$ cat src/design/apdc_pkg.sv
package apdc_pkg;
   // ==========================================================
   // Timing figures and derived cycle counts
   // ==========================================================
   localparam int unsigned CLK_PERIOD_PS     = 5000;
   localparam int unsigned INVALID_TIME_NS   = 30000;    // 30 us
   localparam int unsigned VALID_TIME_NS     = 1000;     // 1 us
   localparam int unsigned RECOVER_TIME_NS   = 100000;   // 100 us
   localparam int unsigned IDLE_TIME_S       = 30;       // 30 s
   // Least times round up, and all stay at least one cycle
   localparam int unsigned INVALID_CYCLES = (INVALID_TIME_NS * 1000 + CLK_PERIOD_PS - 1) / CLK_PERIOD_PS;
   localparam int unsigned VALID_CYCLES   = (VALID_TIME_NS * 1000 + CLK_PERIOD_PS - 1) / CLK_PERIOD_PS;
   localparam int unsigned RECOVER_CYCLES = (RECOVER_TIME_NS * 1000 + CLK_PERIOD_PS - 1) / CLK_PERIOD_PS;
   localparam longint unsigned IDLE_CYCLES =
      (longint'(IDLE_TIME_S) * 64'd1000000000000 + CLK_PERIOD_PS - 1) / CLK_PERIOD_PS;

   // Widths of the line groups
   localparam int unsigned NUM_TX  = 3;
   localparam int unsigned NUM_RX  = 5;

   // Power state of the line drivers
   typedef enum logic [1:0] {
      APDC_ACTIVE,
      APDC_WAKING,
      APDC_AUTO_DOWN,
      APDC_FORCED_DOWN
   } apdc_state_e;

   // Enables handed to the analog blocks
   typedef struct packed {
      logic pump_on;
      logic tx_enable;
      logic rx_enable;
      logic monitor_enable;
   } apdc_power_s;
endpackage

$ cat src/design/apdc_timer.sv
// ==========================================================
// Restartable up counter: counts while restart_in is low and
// reports done once LIMIT cycles have passed without restart
// ==========================================================
module apdc_timer #(
   parameter int unsigned WIDTH = 16,
   parameter logic [WIDTH-1:0] LIMIT = '1
) (
   // Clock and reset
   input  wire logic clk_in,
   input  wire logic nrst_in,
   // Control
   input  wire logic restart_in,
   input  wire logic expire_in,
   // Status
   output logic      done_out
);
   logic [WIDTH-1:0] count;
   logic [WIDTH-1:0] next_count;

   // Saturating count; expire forces the timed-out state
   always_comb
   begin
      next_count = count;
      if (restart_in)
         next_count = '0;
      else if (expire_in)
         next_count = LIMIT;
      else if (count != LIMIT)
         next_count = count + WIDTH'(1);
   end

   always_ff @(posedge clk_in or negedge nrst_in)
   begin
      if (!nrst_in)
         count <= '0;
      else
         count <= next_count;
   end

   assign done_out = (count == LIMIT);
endmodule

$ cat src/design/apdc_top.sv
// What this block does
// - Signal-absent flag falls after invalid levels on all receivers beyond 30 us.
// - Signal-absent flag rises 1 us after any receiver shows valid level.
// - Signal-absent detection runs in every power state.
// - Signal-absent flag never alters power state by itself.
// - Thirty seconds without transitions powers down pump and transmitters.
// - Any input transition wakes the device from automatic powerdown.
// - Inactivity powerdown works only with force-active low, force-shutdown high.
// - Force-active high disables idle powerdown; force-shutdown low always powers down.
// - After any powerdown the idle timer stays expired until wake event.
// - Leaving automatic powerdown restores operation after about 100 us.
// - With flag on force-shutdown only, stay down after cable returns until a transition.
// - Inverting receivers off only in forced powerdown; monitor receiver always on.
// - After force-active falls, stay up 30 s without transitions.
module apdc_top #(
   parameter longint unsigned IDLE_LIMIT    = apdc_pkg::IDLE_CYCLES,
   parameter int unsigned     INVALID_LIMIT = apdc_pkg::INVALID_CYCLES,
   parameter int unsigned     VALID_LIMIT   = apdc_pkg::VALID_CYCLES,
   parameter int unsigned     RECOVER_LIMIT = apdc_pkg::RECOVER_CYCLES,
   parameter int unsigned     NUM_TX        = apdc_pkg::NUM_TX,
   parameter int unsigned     NUM_RX        = apdc_pkg::NUM_RX
) (
   // Clock and reset
   input  wire logic              CLK_SYS_IN,
   input  wire logic              NRST_IN,
   // Force controls
   input  wire logic              FORCE_ACTIVE_IN,
   input  wire logic              FORCE_SHUTDOWN_N_IN,
   // Line side activity and level detectors
   input  wire logic [NUM_TX-1:0] TX_DATA_IN,
   input  wire logic [NUM_RX-1:0] RX_DATA_IN,
   input  wire logic [NUM_RX-1:0] RX_LEVEL_VALID_IN,
   // Status and power enables
   output logic                   SIGNAL_VALID_N_OUT,
   output logic                   POWERED_DOWN_OUT,
   output logic                   READY_OUT,
   output apdc_pkg::apdc_power_s  POWER_OUT
);
   // ==========================================================
   // Transition detection on all data inputs
   // ==========================================================
   logic [NUM_TX+NUM_RX-1:0] data_prev;
   logic [NUM_TX+NUM_RX-1:0] next_data_prev;
   logic                     force_active_prev;
   logic                     next_force_active_prev;
   logic                     any_edge;
   logic                     force_active_fall;
   logic                     force_active_rise;

   // Samples start at reset value zero, so a high input at release counts as activity
   always_comb
   begin
      next_data_prev         = {TX_DATA_IN, RX_DATA_IN};
      next_force_active_prev = FORCE_ACTIVE_IN;
   end

   always_ff @(posedge CLK_SYS_IN or negedge NRST_IN)
   begin
      if (!NRST_IN)
      begin
         data_prev         <= '0;
         force_active_prev <= 1'b0;
      end
      else
      begin
         data_prev         <= next_data_prev;
         force_active_prev <= next_force_active_prev;
      end
   end

   assign any_edge          = |(data_prev ^ {TX_DATA_IN, RX_DATA_IN});
   assign force_active_fall = force_active_prev & ~FORCE_ACTIVE_IN;
   assign force_active_rise = ~force_active_prev & FORCE_ACTIVE_IN;

   // ==========================================================
   // Signal-absent detection, independent of power state
   // ==========================================================
   logic any_valid;
   logic invalid_done;
   logic valid_done;
   logic flag_high;
   logic next_flag_high;

   assign any_valid = |RX_LEVEL_VALID_IN;

   // Invalid time restarts whenever any receiver is valid
   apdc_timer #(
      .WIDTH ($clog2(INVALID_LIMIT + 1)),
      .LIMIT (($clog2(INVALID_LIMIT + 1))'(INVALID_LIMIT))
   ) u_invalid_timer (
      .clk_in     (CLK_SYS_IN),
      .nrst_in    (NRST_IN),
      .restart_in (any_valid),
      .expire_in  (1'b0),
      .done_out   (invalid_done)
   );

   // Valid time restarts whenever all receivers are invalid
   apdc_timer #(
      .WIDTH ($clog2(VALID_LIMIT + 1)),
      .LIMIT (($clog2(VALID_LIMIT + 1))'(VALID_LIMIT))
   ) u_valid_timer (
      .clk_in     (CLK_SYS_IN),
      .nrst_in    (NRST_IN),
      .restart_in (~any_valid),
      .expire_in  (1'b0),
      .done_out   (valid_done)
   );

   // Flag holds its level between the two thresholds
   always_comb
   begin
      next_flag_high = flag_high;
      if (valid_done)
         next_flag_high = 1'b1;
      else if (invalid_done)
         next_flag_high = 1'b0;
   end

   always_ff @(posedge CLK_SYS_IN or negedge NRST_IN)
   begin
      if (!NRST_IN)
         flag_high <= 1'b0;
      else
         flag_high <= next_flag_high;
   end

   // Flag feeds only the pin, never the power logic
   assign SIGNAL_VALID_N_OUT = flag_high;

   // ==========================================================
   // Inactivity timer and power state
   // ==========================================================
   localparam int unsigned IDLE_W = $clog2(IDLE_LIMIT + 1);
   apdc_pkg::apdc_state_e state;
   apdc_pkg::apdc_state_e next_state;
   logic                  idle_done;
   logic                  idle_restart;
   logic                  idle_expire;
   logic                  auto_enabled;
   logic [$clog2(RECOVER_LIMIT+1)-1:0] wake_count;
   logic [$clog2(RECOVER_LIMIT+1)-1:0] next_wake_count;

   // Automatic mode only with force-active low and shutdown released
   assign auto_enabled = ~FORCE_ACTIVE_IN & FORCE_SHUTDOWN_N_IN;
   // Edges or force-active fall restart the 30 s window
   assign idle_restart = any_edge | force_active_fall;
   // Any powerdown leaves the timer expired
   assign idle_expire  = (state == apdc_pkg::APDC_AUTO_DOWN) |
                         (state == apdc_pkg::APDC_FORCED_DOWN);

   apdc_timer #(
      .WIDTH (IDLE_W),
      .LIMIT (IDLE_W'(IDLE_LIMIT))
   ) u_idle_timer (
      .clk_in     (CLK_SYS_IN),
      .nrst_in    (NRST_IN),
      .restart_in (idle_restart),
      .expire_in  (idle_expire),
      .done_out   (idle_done)
   );

   // Force-shutdown wins over everything; wake needs an edge or force-active high
   always_comb
   begin
      next_state      = state;
      next_wake_count = '0;
      if (!FORCE_SHUTDOWN_N_IN)
         next_state = apdc_pkg::APDC_FORCED_DOWN;
      else
      begin
         unique case (state)
            apdc_pkg::APDC_ACTIVE:
               if (auto_enabled && idle_done && !idle_restart)
                  next_state = apdc_pkg::APDC_AUTO_DOWN;
            apdc_pkg::APDC_WAKING:
               if (auto_enabled && idle_done && !idle_restart)
                  next_state = apdc_pkg::APDC_AUTO_DOWN;
               else if (wake_count == ($bits(wake_count))'(RECOVER_LIMIT - 1))
                  next_state = apdc_pkg::APDC_ACTIVE;
               else
                  next_wake_count = wake_count + ($bits(wake_count))'(1);
            apdc_pkg::APDC_AUTO_DOWN,
            apdc_pkg::APDC_FORCED_DOWN:
               if (any_edge || force_active_rise || FORCE_ACTIVE_IN)
                  next_state = apdc_pkg::APDC_WAKING;
               // Shutdown released with no wake event: timer stays expired, receivers come back
               else
                  next_state = apdc_pkg::APDC_AUTO_DOWN;
         endcase
      end
   end

   always_ff @(posedge CLK_SYS_IN or negedge NRST_IN)
   begin
      if (!NRST_IN)
      begin
         state      <= apdc_pkg::APDC_WAKING;
         wake_count <= '0;
      end
      else
      begin
         state      <= next_state;
         wake_count <= next_wake_count;
      end
   end

   // ==========================================================
   // Power enables: receivers cut only in forced powerdown
   // ==========================================================
   always_ff @(posedge CLK_SYS_IN or negedge NRST_IN)
   begin
      if (!NRST_IN)
      begin
         POWER_OUT        <= '{pump_on: 1'b1, tx_enable: 1'b0, rx_enable: 1'b1, monitor_enable: 1'b1};
         POWERED_DOWN_OUT <= 1'b0;
         READY_OUT        <= 1'b0;
      end
      else
      begin
         POWER_OUT.pump_on        <= (next_state == apdc_pkg::APDC_ACTIVE) |
                                     (next_state == apdc_pkg::APDC_WAKING);
         POWER_OUT.tx_enable      <= (next_state == apdc_pkg::APDC_ACTIVE);
         POWER_OUT.rx_enable      <= (next_state != apdc_pkg::APDC_FORCED_DOWN);
         POWER_OUT.monitor_enable <= 1'b1;
         POWERED_DOWN_OUT         <= (next_state == apdc_pkg::APDC_AUTO_DOWN) |
                                     (next_state == apdc_pkg::APDC_FORCED_DOWN);
         READY_OUT                <= (next_state == apdc_pkg::APDC_ACTIVE);
      end
   end
endmodule

$ cat config.mk
export PLATFORM = sky130hd
export DESIGN_NAME = apdc_top
export DESIGN_NICKNAME = d
export VERILOG_FILES = /design/src/design/apdc_pkg.sv /design/src/design/apdc_timer.sv /design/src/design/apdc_top.sv
export SDC_FILE = /design/constraint.sdc
export NUM_CORES = 1
export LEC_CHECK = 0
export BUFFER_PORTS_ARGS = -buffer_cell sky130_fd_sc_hd__buf_2
export CORE_UTILIZATION = 50
export CTS_CLUSTER_SIZE = 28
export DETAILED_ROUTE_END_ITERATION = 8
export HOLD_SLACK_MARGIN = 0.1
export MAX_ROUTING_LAYER = met4
export PLACE_DENSITY = 0.67
export SYNTH_ARGS = -nofsm -noshare
export SYNTH_HDL_FRONTEND = slang
export SYNTH_SLANG_ARGS = --single-unit
$ cat constraint.sdc
create_clock -name CLK_SYS_IN -period 7.35 [get_ports CLK_SYS_IN]
set_clock_uncertainty 0.15 [all_clocks]
set_input_delay 0.735 -clock CLK_SYS_IN [delete_from_list [all_inputs] [get_ports CLK_SYS_IN]]
set_output_delay 0.735 -clock CLK_SYS_IN [all_outputs]
set_load 0.1 [all_outputs]
==> out/results.txt, run 1 <==
Status -> complete, no violations
Worst rel slew slack -> 0.246
First-pass DRT Iterations -> 4
Die height -> 92.6 um
Finished Layout Cells -> 539
CP Data Required Time -> 7.42 ns
Worst R2R Start -> u_idle_timer.count[16]
Routed vias -> 2831
Crit path time final -> 2.74 ns
First-pass GRT wire length -> 12600 um
Routability Congestion -> 0.812
Crit Path Max Fanout -> 13
Dpl cells -> 523
CTS tree -> done
Root Buffer Master -> clkbuf_8
GRT Util Overall -> 0.193
Drt drc -> 0
Number of global-route vias before repair -> 2650
Drt total wl -> 7070 um
Port Buffers -> 22
Die area -> 0.00858 mm^2
Clock slew at reported path FFs -> 0.09 ns
CTS Buf Count -> 9
Hold Violations, Final -> 0
Detailed placement HPWL -> 4950 um
Hold_sp -> SIGNAL_VALID_N_OUT
Cts hold-fix bufs -> 0
Startpoint Class -> flip-flop
Final setup vio count -> 0
Crit path cell chain -> or4_1 > or4_4 > or2_4 > o311ai_4 > nor2_1
RSZ-0062 raised after global routing -> false
Synth unique cells -> 41
Hold WS -> 0.330 ns
Worst setup EP type -> flip-flop
Grt total ovfl -> 0
Crit Path Category -> reg -> reg
CP Data Arrival Time -> 2.81 ns
Most frequent cells in the layout -> dfrtp_1 (82), nor2_1 (68), xor2_1 (42)
Worst slew pin tran -> 1.12 ns
Synth Warn # -> 0
Final Util -> 0.571
# Post-CTS Setup Buffers -> 0
Leak pwr -> 1.85 nW
Worst Path Buf+Inv -> 0
Final period utilization -> 0.373
Initial Util -> 0.523
CTS H-tree depth -> 3
Nets@finish -> 456
Max cap viols -> 0
Drt via density -> 5.25
Final slew viol count -> 0
DR iter-0 viols -> 184
Power density over the cells -> 211 mW/mm^2
Core region area -> 0.00785 mm^2
Class of the worst hold path -> reg -> reg
CP max stage cell -> or4_4
Clk sinks -> 85
Initial antenna violation count -> 0
Critical Path Max Stage Delay -> 0.56 ns
Layout cell share with drive strength beyond 1 -> 0.110
Worst-Skew Late Latency -> 0.35 ns
Sequential share of the synthesized area -> 0.519
Post-CTS resize count -> 0
Maximum clock frequency -> 365 MHz
TNS Setup -> 0 ns
Post-synth net total -> 437
Seq cells post-synth -> 85
Critical Path Source -> u_idle_timer.count[16]
Largest net degree at the start of global routing -> 86
Maximum VDD drop -> 0.000137 V
Total power -> 0.948 mW
Antenna diode count -> 0
Post-synthesis average cell area -> 9.94 um^2
# IOs -> 24
WL per Instance -> 13.1 um
Clock Path Buffers -> 2
P&R area growth vs syn -> 9.23%
Post-Syn Area -> 0.00411 mm^2
Die X-Extent -> 92.6 um
Post-route ant nets -> 0
Cell family contributing the most delay on the critical path -> simple AND/OR/NAND/NOR gates
Most common cell after layout, fill and taps aside -> dfrtp_1
Post-Synthesis Cells -> 413
Std cell rows -> 32
kinds of logic (layout without fill, tap and decap cells):
| group | Yosys count | count (layout) | synth area share |
|---|---|---|---|
| and+or+nand+nor | 189 | 189 | 0.230 |
| AOI/OAI and AO/OA | 30 | 30 | 0.0451 |
| DFF | 85 | 85 | 0.519 |
| muxes | 2 | 2 | 0.00488 |
| adders and majority gates | 7 | 7 | 0.0213 |
| buffers and inverters | 30 | 54 | 0.0311 |
| other | 1 | 1 | 0.000913 |
| xor gates and xnor gates | 69 | 69 | 0.147 |
worst register-to-register path, delay by kind of cell, from the launching register on:
family	cells	cell delay [ns]
AO/OA/AOI/OAI	1	0.53
flip-flops	1	0.43
AND/OR/NAND/NOR	4	1.50
registers in the layout, summed over array words and instances, names as in the netlist:
signal,count
force_active_prev,1
state,2
wake_count,15
POWER_OUT,3
u_idle_timer.count,33
SIGNAL_VALID_N_OUT,1
data_prev,8
u_invalid_timer.count,13
POWERED_DOWN_OUT,1
u_valid_timer.count,8
layout make-up:
type,instances,area [um^2]
tap,102,128
clock buffer,10,138
timing repair buffer,22,113
sequential,85,2130
clock inverter,6,68.8
inverter,16,60.1
multi-input combinational,298,1850
fill,716,3360
synthesized netlist by cell type:
| cell type | count | area [um^2] |
|---|---|---|
| dfrtp_1 | 82 | 2050 |
| nor2_1 | 68 | 255 |
| xor2_1 | 42 | 368 |
| xnor2_1 | 27 | 236 |
| nand3_1 | 23 | 115 |
| nand2_1 | 22 | 82.6 |
| nand4_1 | 21 | 131 |
| a21oi_1 | 18 | 90.1 |
| inv_1 | 16 | 60.1 |
| nor3_1 | 15 | 75.1 |
| clkbuf_1 | 11 | 41.3 |
| and3_1 | 8 | 50.1 |
| nor4_1 | 8 | 50.1 |
| ha_1 | 7 | 87.6 |
| o21ai_0 | 6 | 30.0 |
| or3_1 | 4 | 25.0 |
| or4_1 | 4 | 30.0 |
| dfstp_2 | 3 | 78.8 |
| nor3b_1 | 3 | 22.5 |
| buf_4 | 2 | 15.0 |
| mux2i_1 | 2 | 20.0 |
| nor4b_1 | 2 | 17.5 |
| a21o_1 | 1 | 7.51 |
| a31oi_1 | 1 | 6.26 |
| and2_1 | 1 | 6.26 |
| and3_2 | 1 | 7.51 |
| and4_1 | 1 | 8.76 |
| and4b_1 | 1 | 10.0 |
| buf_6 | 1 | 11.3 |
| conb_1 | 1 | 3.75 |
| nand2b_1 | 1 | 6.26 |
| nand3b_1 | 1 | 7.51 |
| nor4bb_1 | 1 | 10.0 |
| o211ai_1 | 1 | 7.51 |
| o21a_1 | 1 | 7.51 |
| o311ai_4 | 1 | 26.3 |
| o31a_2 | 1 | 10.0 |
| or2_2 | 1 | 6.26 |
| or2_4 | 1 | 8.76 |
| or3b_2 | 1 | 8.76 |
| or4_4 | 1 | 11.3 |
report_power, final:
group          internal [mW]  total (mW)  switching [mW]
sequential             0.493       0.519          0.0257
clock                  0.170       0.337           0.167
combinational         0.0305      0.0917          0.0613
stage by stage:
step           worst slack, ns  area [um^2]
2_1_floorplan             4.91         4110
3_3_place_gp              4.54         4280
3_5_place_dp              4.46         4280
4_1_cts                   4.63         4480
5_1_grt                   4.48         4480
6_report                  4.61         4480
layer usage:
metal  vias up  part of all wire  wire length, um  track usage
met1      1351              0.52             3680        0.278
li1       1433                 -                -            -
met3         2             0.039              279       0.0443
met2        45              0.43             3070        0.269
met4         0            0.0052               37       0.0692
met5         -                 0                0            -
path summary, 6_finish.rpt:
kind	slack, ns	depth (start not counted)	endpoint
min	0.33	1	SIGNAL_VALID_N_OUT
max	4.61	5	wake_count[14]
min in group asynchronous	0.41	1	u_invalid_timer.count[4]
min reg2reg	0.33	1	SIGNAL_VALID_N_OUT
max in group asynchronous	6.00	1	u_idle_timer.count[2]
max reg2reg	4.61	5	wake_count[14]
Note: power is estimated with default switching activity, not from simulation.
==> run 2, diff against run 1 <==
Settings changed: PLACE_DENSITY 0.67 to 0.69.
Clock period 7.35 ns to 2.4 ns, I/O delays scaled along.
==> run 2 against run 1 <==
Against the previous run: the flow now finishes with violations (negative setup slack); flip-flop and latch count is the same; hold slack got worse by 0.10 ns; combinational power rose to 3.4 times the previous value; utilization is 4.2 points higher; sequential share of layout area fell by 3.3 points; via count rose by 7.4%; setup slack worse by 4.7 ns; die area unchanged; non-clock buffer count is 33 higher; fmax up 9.4%; sequential power rose to 3.1 times the previous value; largest cell class unchanged; highest routed layer unchanged.
==> out/results.txt, run 2 (synthesized netlist as in run 1, its figures left out) <==
Status -> complete, but fails checks
Violated checks -> negative setup slack
Final Cell Area -> 0.00482 mm^2
Class of the worst hold path -> in -> async
Clock power share -> 0.361
Setup slack, reg-to-reg -> -0.10 ns
Clock slew at reported path FFs -> 0.10 ns
Final slew viol count -> 0
WL per Instance -> 13.9 um
Antenna diode count -> 0
DR iter-0 viols -> 214
Largest net degree at the start of global routing -> 50
# IOs -> 24
Worst rel slew slack -> 0.639
Most frequent CP cell -> or4_4
Port Buffers -> 22
Initial Util -> 0.523
Crit Path Max Fanout -> 13
Critical Path Max Stage Delay -> 0.55 ns
Clock Path Buffers -> 2
Worst-Skew Late Latency -> 0.36 ns
Std cell rows -> 32
CP max stage cell -> or4_4
RSZ-0062 raised after global routing -> true
First-pass GRT wire length -> 13700 um
Drt drc -> 0
Detailed placement HPWL -> 5430 um
Leak pwr -> 2.01 nW
Routed vias -> 3041
Layout cell share with drive strength beyond 1 -> 0.160
Crit path time final -> 2.50 ns
CP Data Required Time -> 2.51 ns
CTS tree -> done
Most frequent cells in the layout -> dfrtp_1 (82), nor2_1 (65), xor2_1 (42)
Grt total ovfl -> 0
Critical Path Source -> u_idle_timer.count[8]
CP Data Arrival Time -> 2.61 ns
CTS H-tree depth -> 3
GRT Util Overall -> 0.210
Clk sinks -> 85
Initial antenna violation count -> 0
Crit Path Category -> reg -> reg
Startpoint Class -> flip-flop
Gate power share -> 0.104
Area post-placement -> 0.00445 mm^2
Maximum clock frequency -> 399 MHz
Final Util -> 0.614
Most common cell after layout, fill and taps aside -> dfrtp_1
Max cap viols -> 0
Power density over the cells -> 617 mW/mm^2
Maximum VDD drop -> 0.000447 V
Sw Ratio -> 0.282
Routability Congestion -> 0.818
Drt via density -> 5.32
Max reg flops -> 33
Nets@finish -> 489
Final setup vio count -> 16
Die X-Extent -> 92.6 um
First-pass DRT Iterations -> 4
Final period utilization -> 1.04
Core region area -> 0.00785 mm^2
Psw -> 0.837 mW
Number of global-route vias before repair -> 2954
Root Buffer Master -> clkbuf_8
Crit path cell chain -> or4_4 > or4_4 > or2_4 > o311ai_4 > buf_12 > nor2_1
Die area -> 0.00858 mm^2
Biggest regs -> u_idle_timer.count: 33 flops, wake_count: 15 flops, u_invalid_timer.count: 13 flops
Cell family contributing the most delay on the critical path -> simple AND/OR/NAND/NOR gates
Final WS setup -> -0.105 ns
Worst setup EP type -> flip-flop
Worst slew pin tran -> 0.541 ns
Reg with most FFs -> u_idle_timer.count
P&R area growth vs syn -> 17.3%
Die height -> 92.6 um
CTS Buf Count -> 9
Worst R2R Start -> u_idle_timer.count[8]
# fillers -> 691
Reg power frac -> 0.535
Pint -> 2.13 mW
Worst Path Buf+Inv -> 1
Drt total wl -> 7940 um
Hold Violations, Final -> 0
Post-route ant nets -> 0
-- run 2: cell count changes in the layout (fill, tap and decap cells not counted), sizes merged --
| cell | change |
|---|---|
| clkbuf | -1 |
| clkinvlp | +1 |
| dlygate4sd3 | +11 |
| buf | +22 |
-- run 2: layer usage --
layer | global-route usage | vias up | wire, um
li1 | - | 1506 | -
met1 | 0.274 | 1473 | 3700
met2 | 0.333 | 53 | 3870
met3 | 0.0550 | 9 | 289
met4 | 0.0487 | 0 | 84
met5 | - | - | 0
-- run 2: per-stage QoR --
step	std cells	hold slack (ns)	power [mW]	setup TNS (ns)	setup slack (ns)
floorplan	413	-0.206	1.81	-0.247	-0.0253
global route	572	0.247	3.13	-2.10	-0.142
detailed placement	543	0.0894	1.91	-1.42	-0.103
global placement	543	0.0840	1.90	-0.483	-0.0368
CTS	571	0.219	3.01	-1.57	-0.112
finish	572	0.227	2.97	-1.53	-0.105
-- run 2: power by group through the flow --
stage               Combinational, mW  Clock [mW]  Sequential (mW)
floorplan                       0.159           0             1.65
global placement                0.289           0             1.61
detailed placement              0.299           0             1.62
CTS                             0.314        1.11             1.59
global route                    0.348        1.18             1.60
finish                          0.308        1.07             1.59
-- run 2: worst paths after layout --
path,to,cells past startpoint
max,wake_count[3],6
min,u_valid_timer.count[5],2
max reg2reg,wake_count[3],6
min reg2reg,wake_count[0],1
max in group asynchronous,POWER_OUT[1],3
min in group CLK_SYS_IN,u_valid_timer.count[0],4
-- run 2: area by class of cell --
class	count	area (um^2)	area share
inverters	16	60.1	0.0125
clock inverters	7	93.8	0.0195
well taps	102	128	0.0265
flip-flops and latches	85	2130	0.442
repair buffers	55	413	0.0857
multi-input cells	298	1870	0.388
clock buffers	9	124	0.0257
-- run 2: repair_timing --
action | 4_1_cts | 5_1_grt
hold buffers | 11 | 0
setup buffers | 1 | 1
hold endpoints to repair | 50 | 0
endpoints found under the setup margin | 29 | 21
pin swaps | 0 | 0
resized for setup | 5 | 3
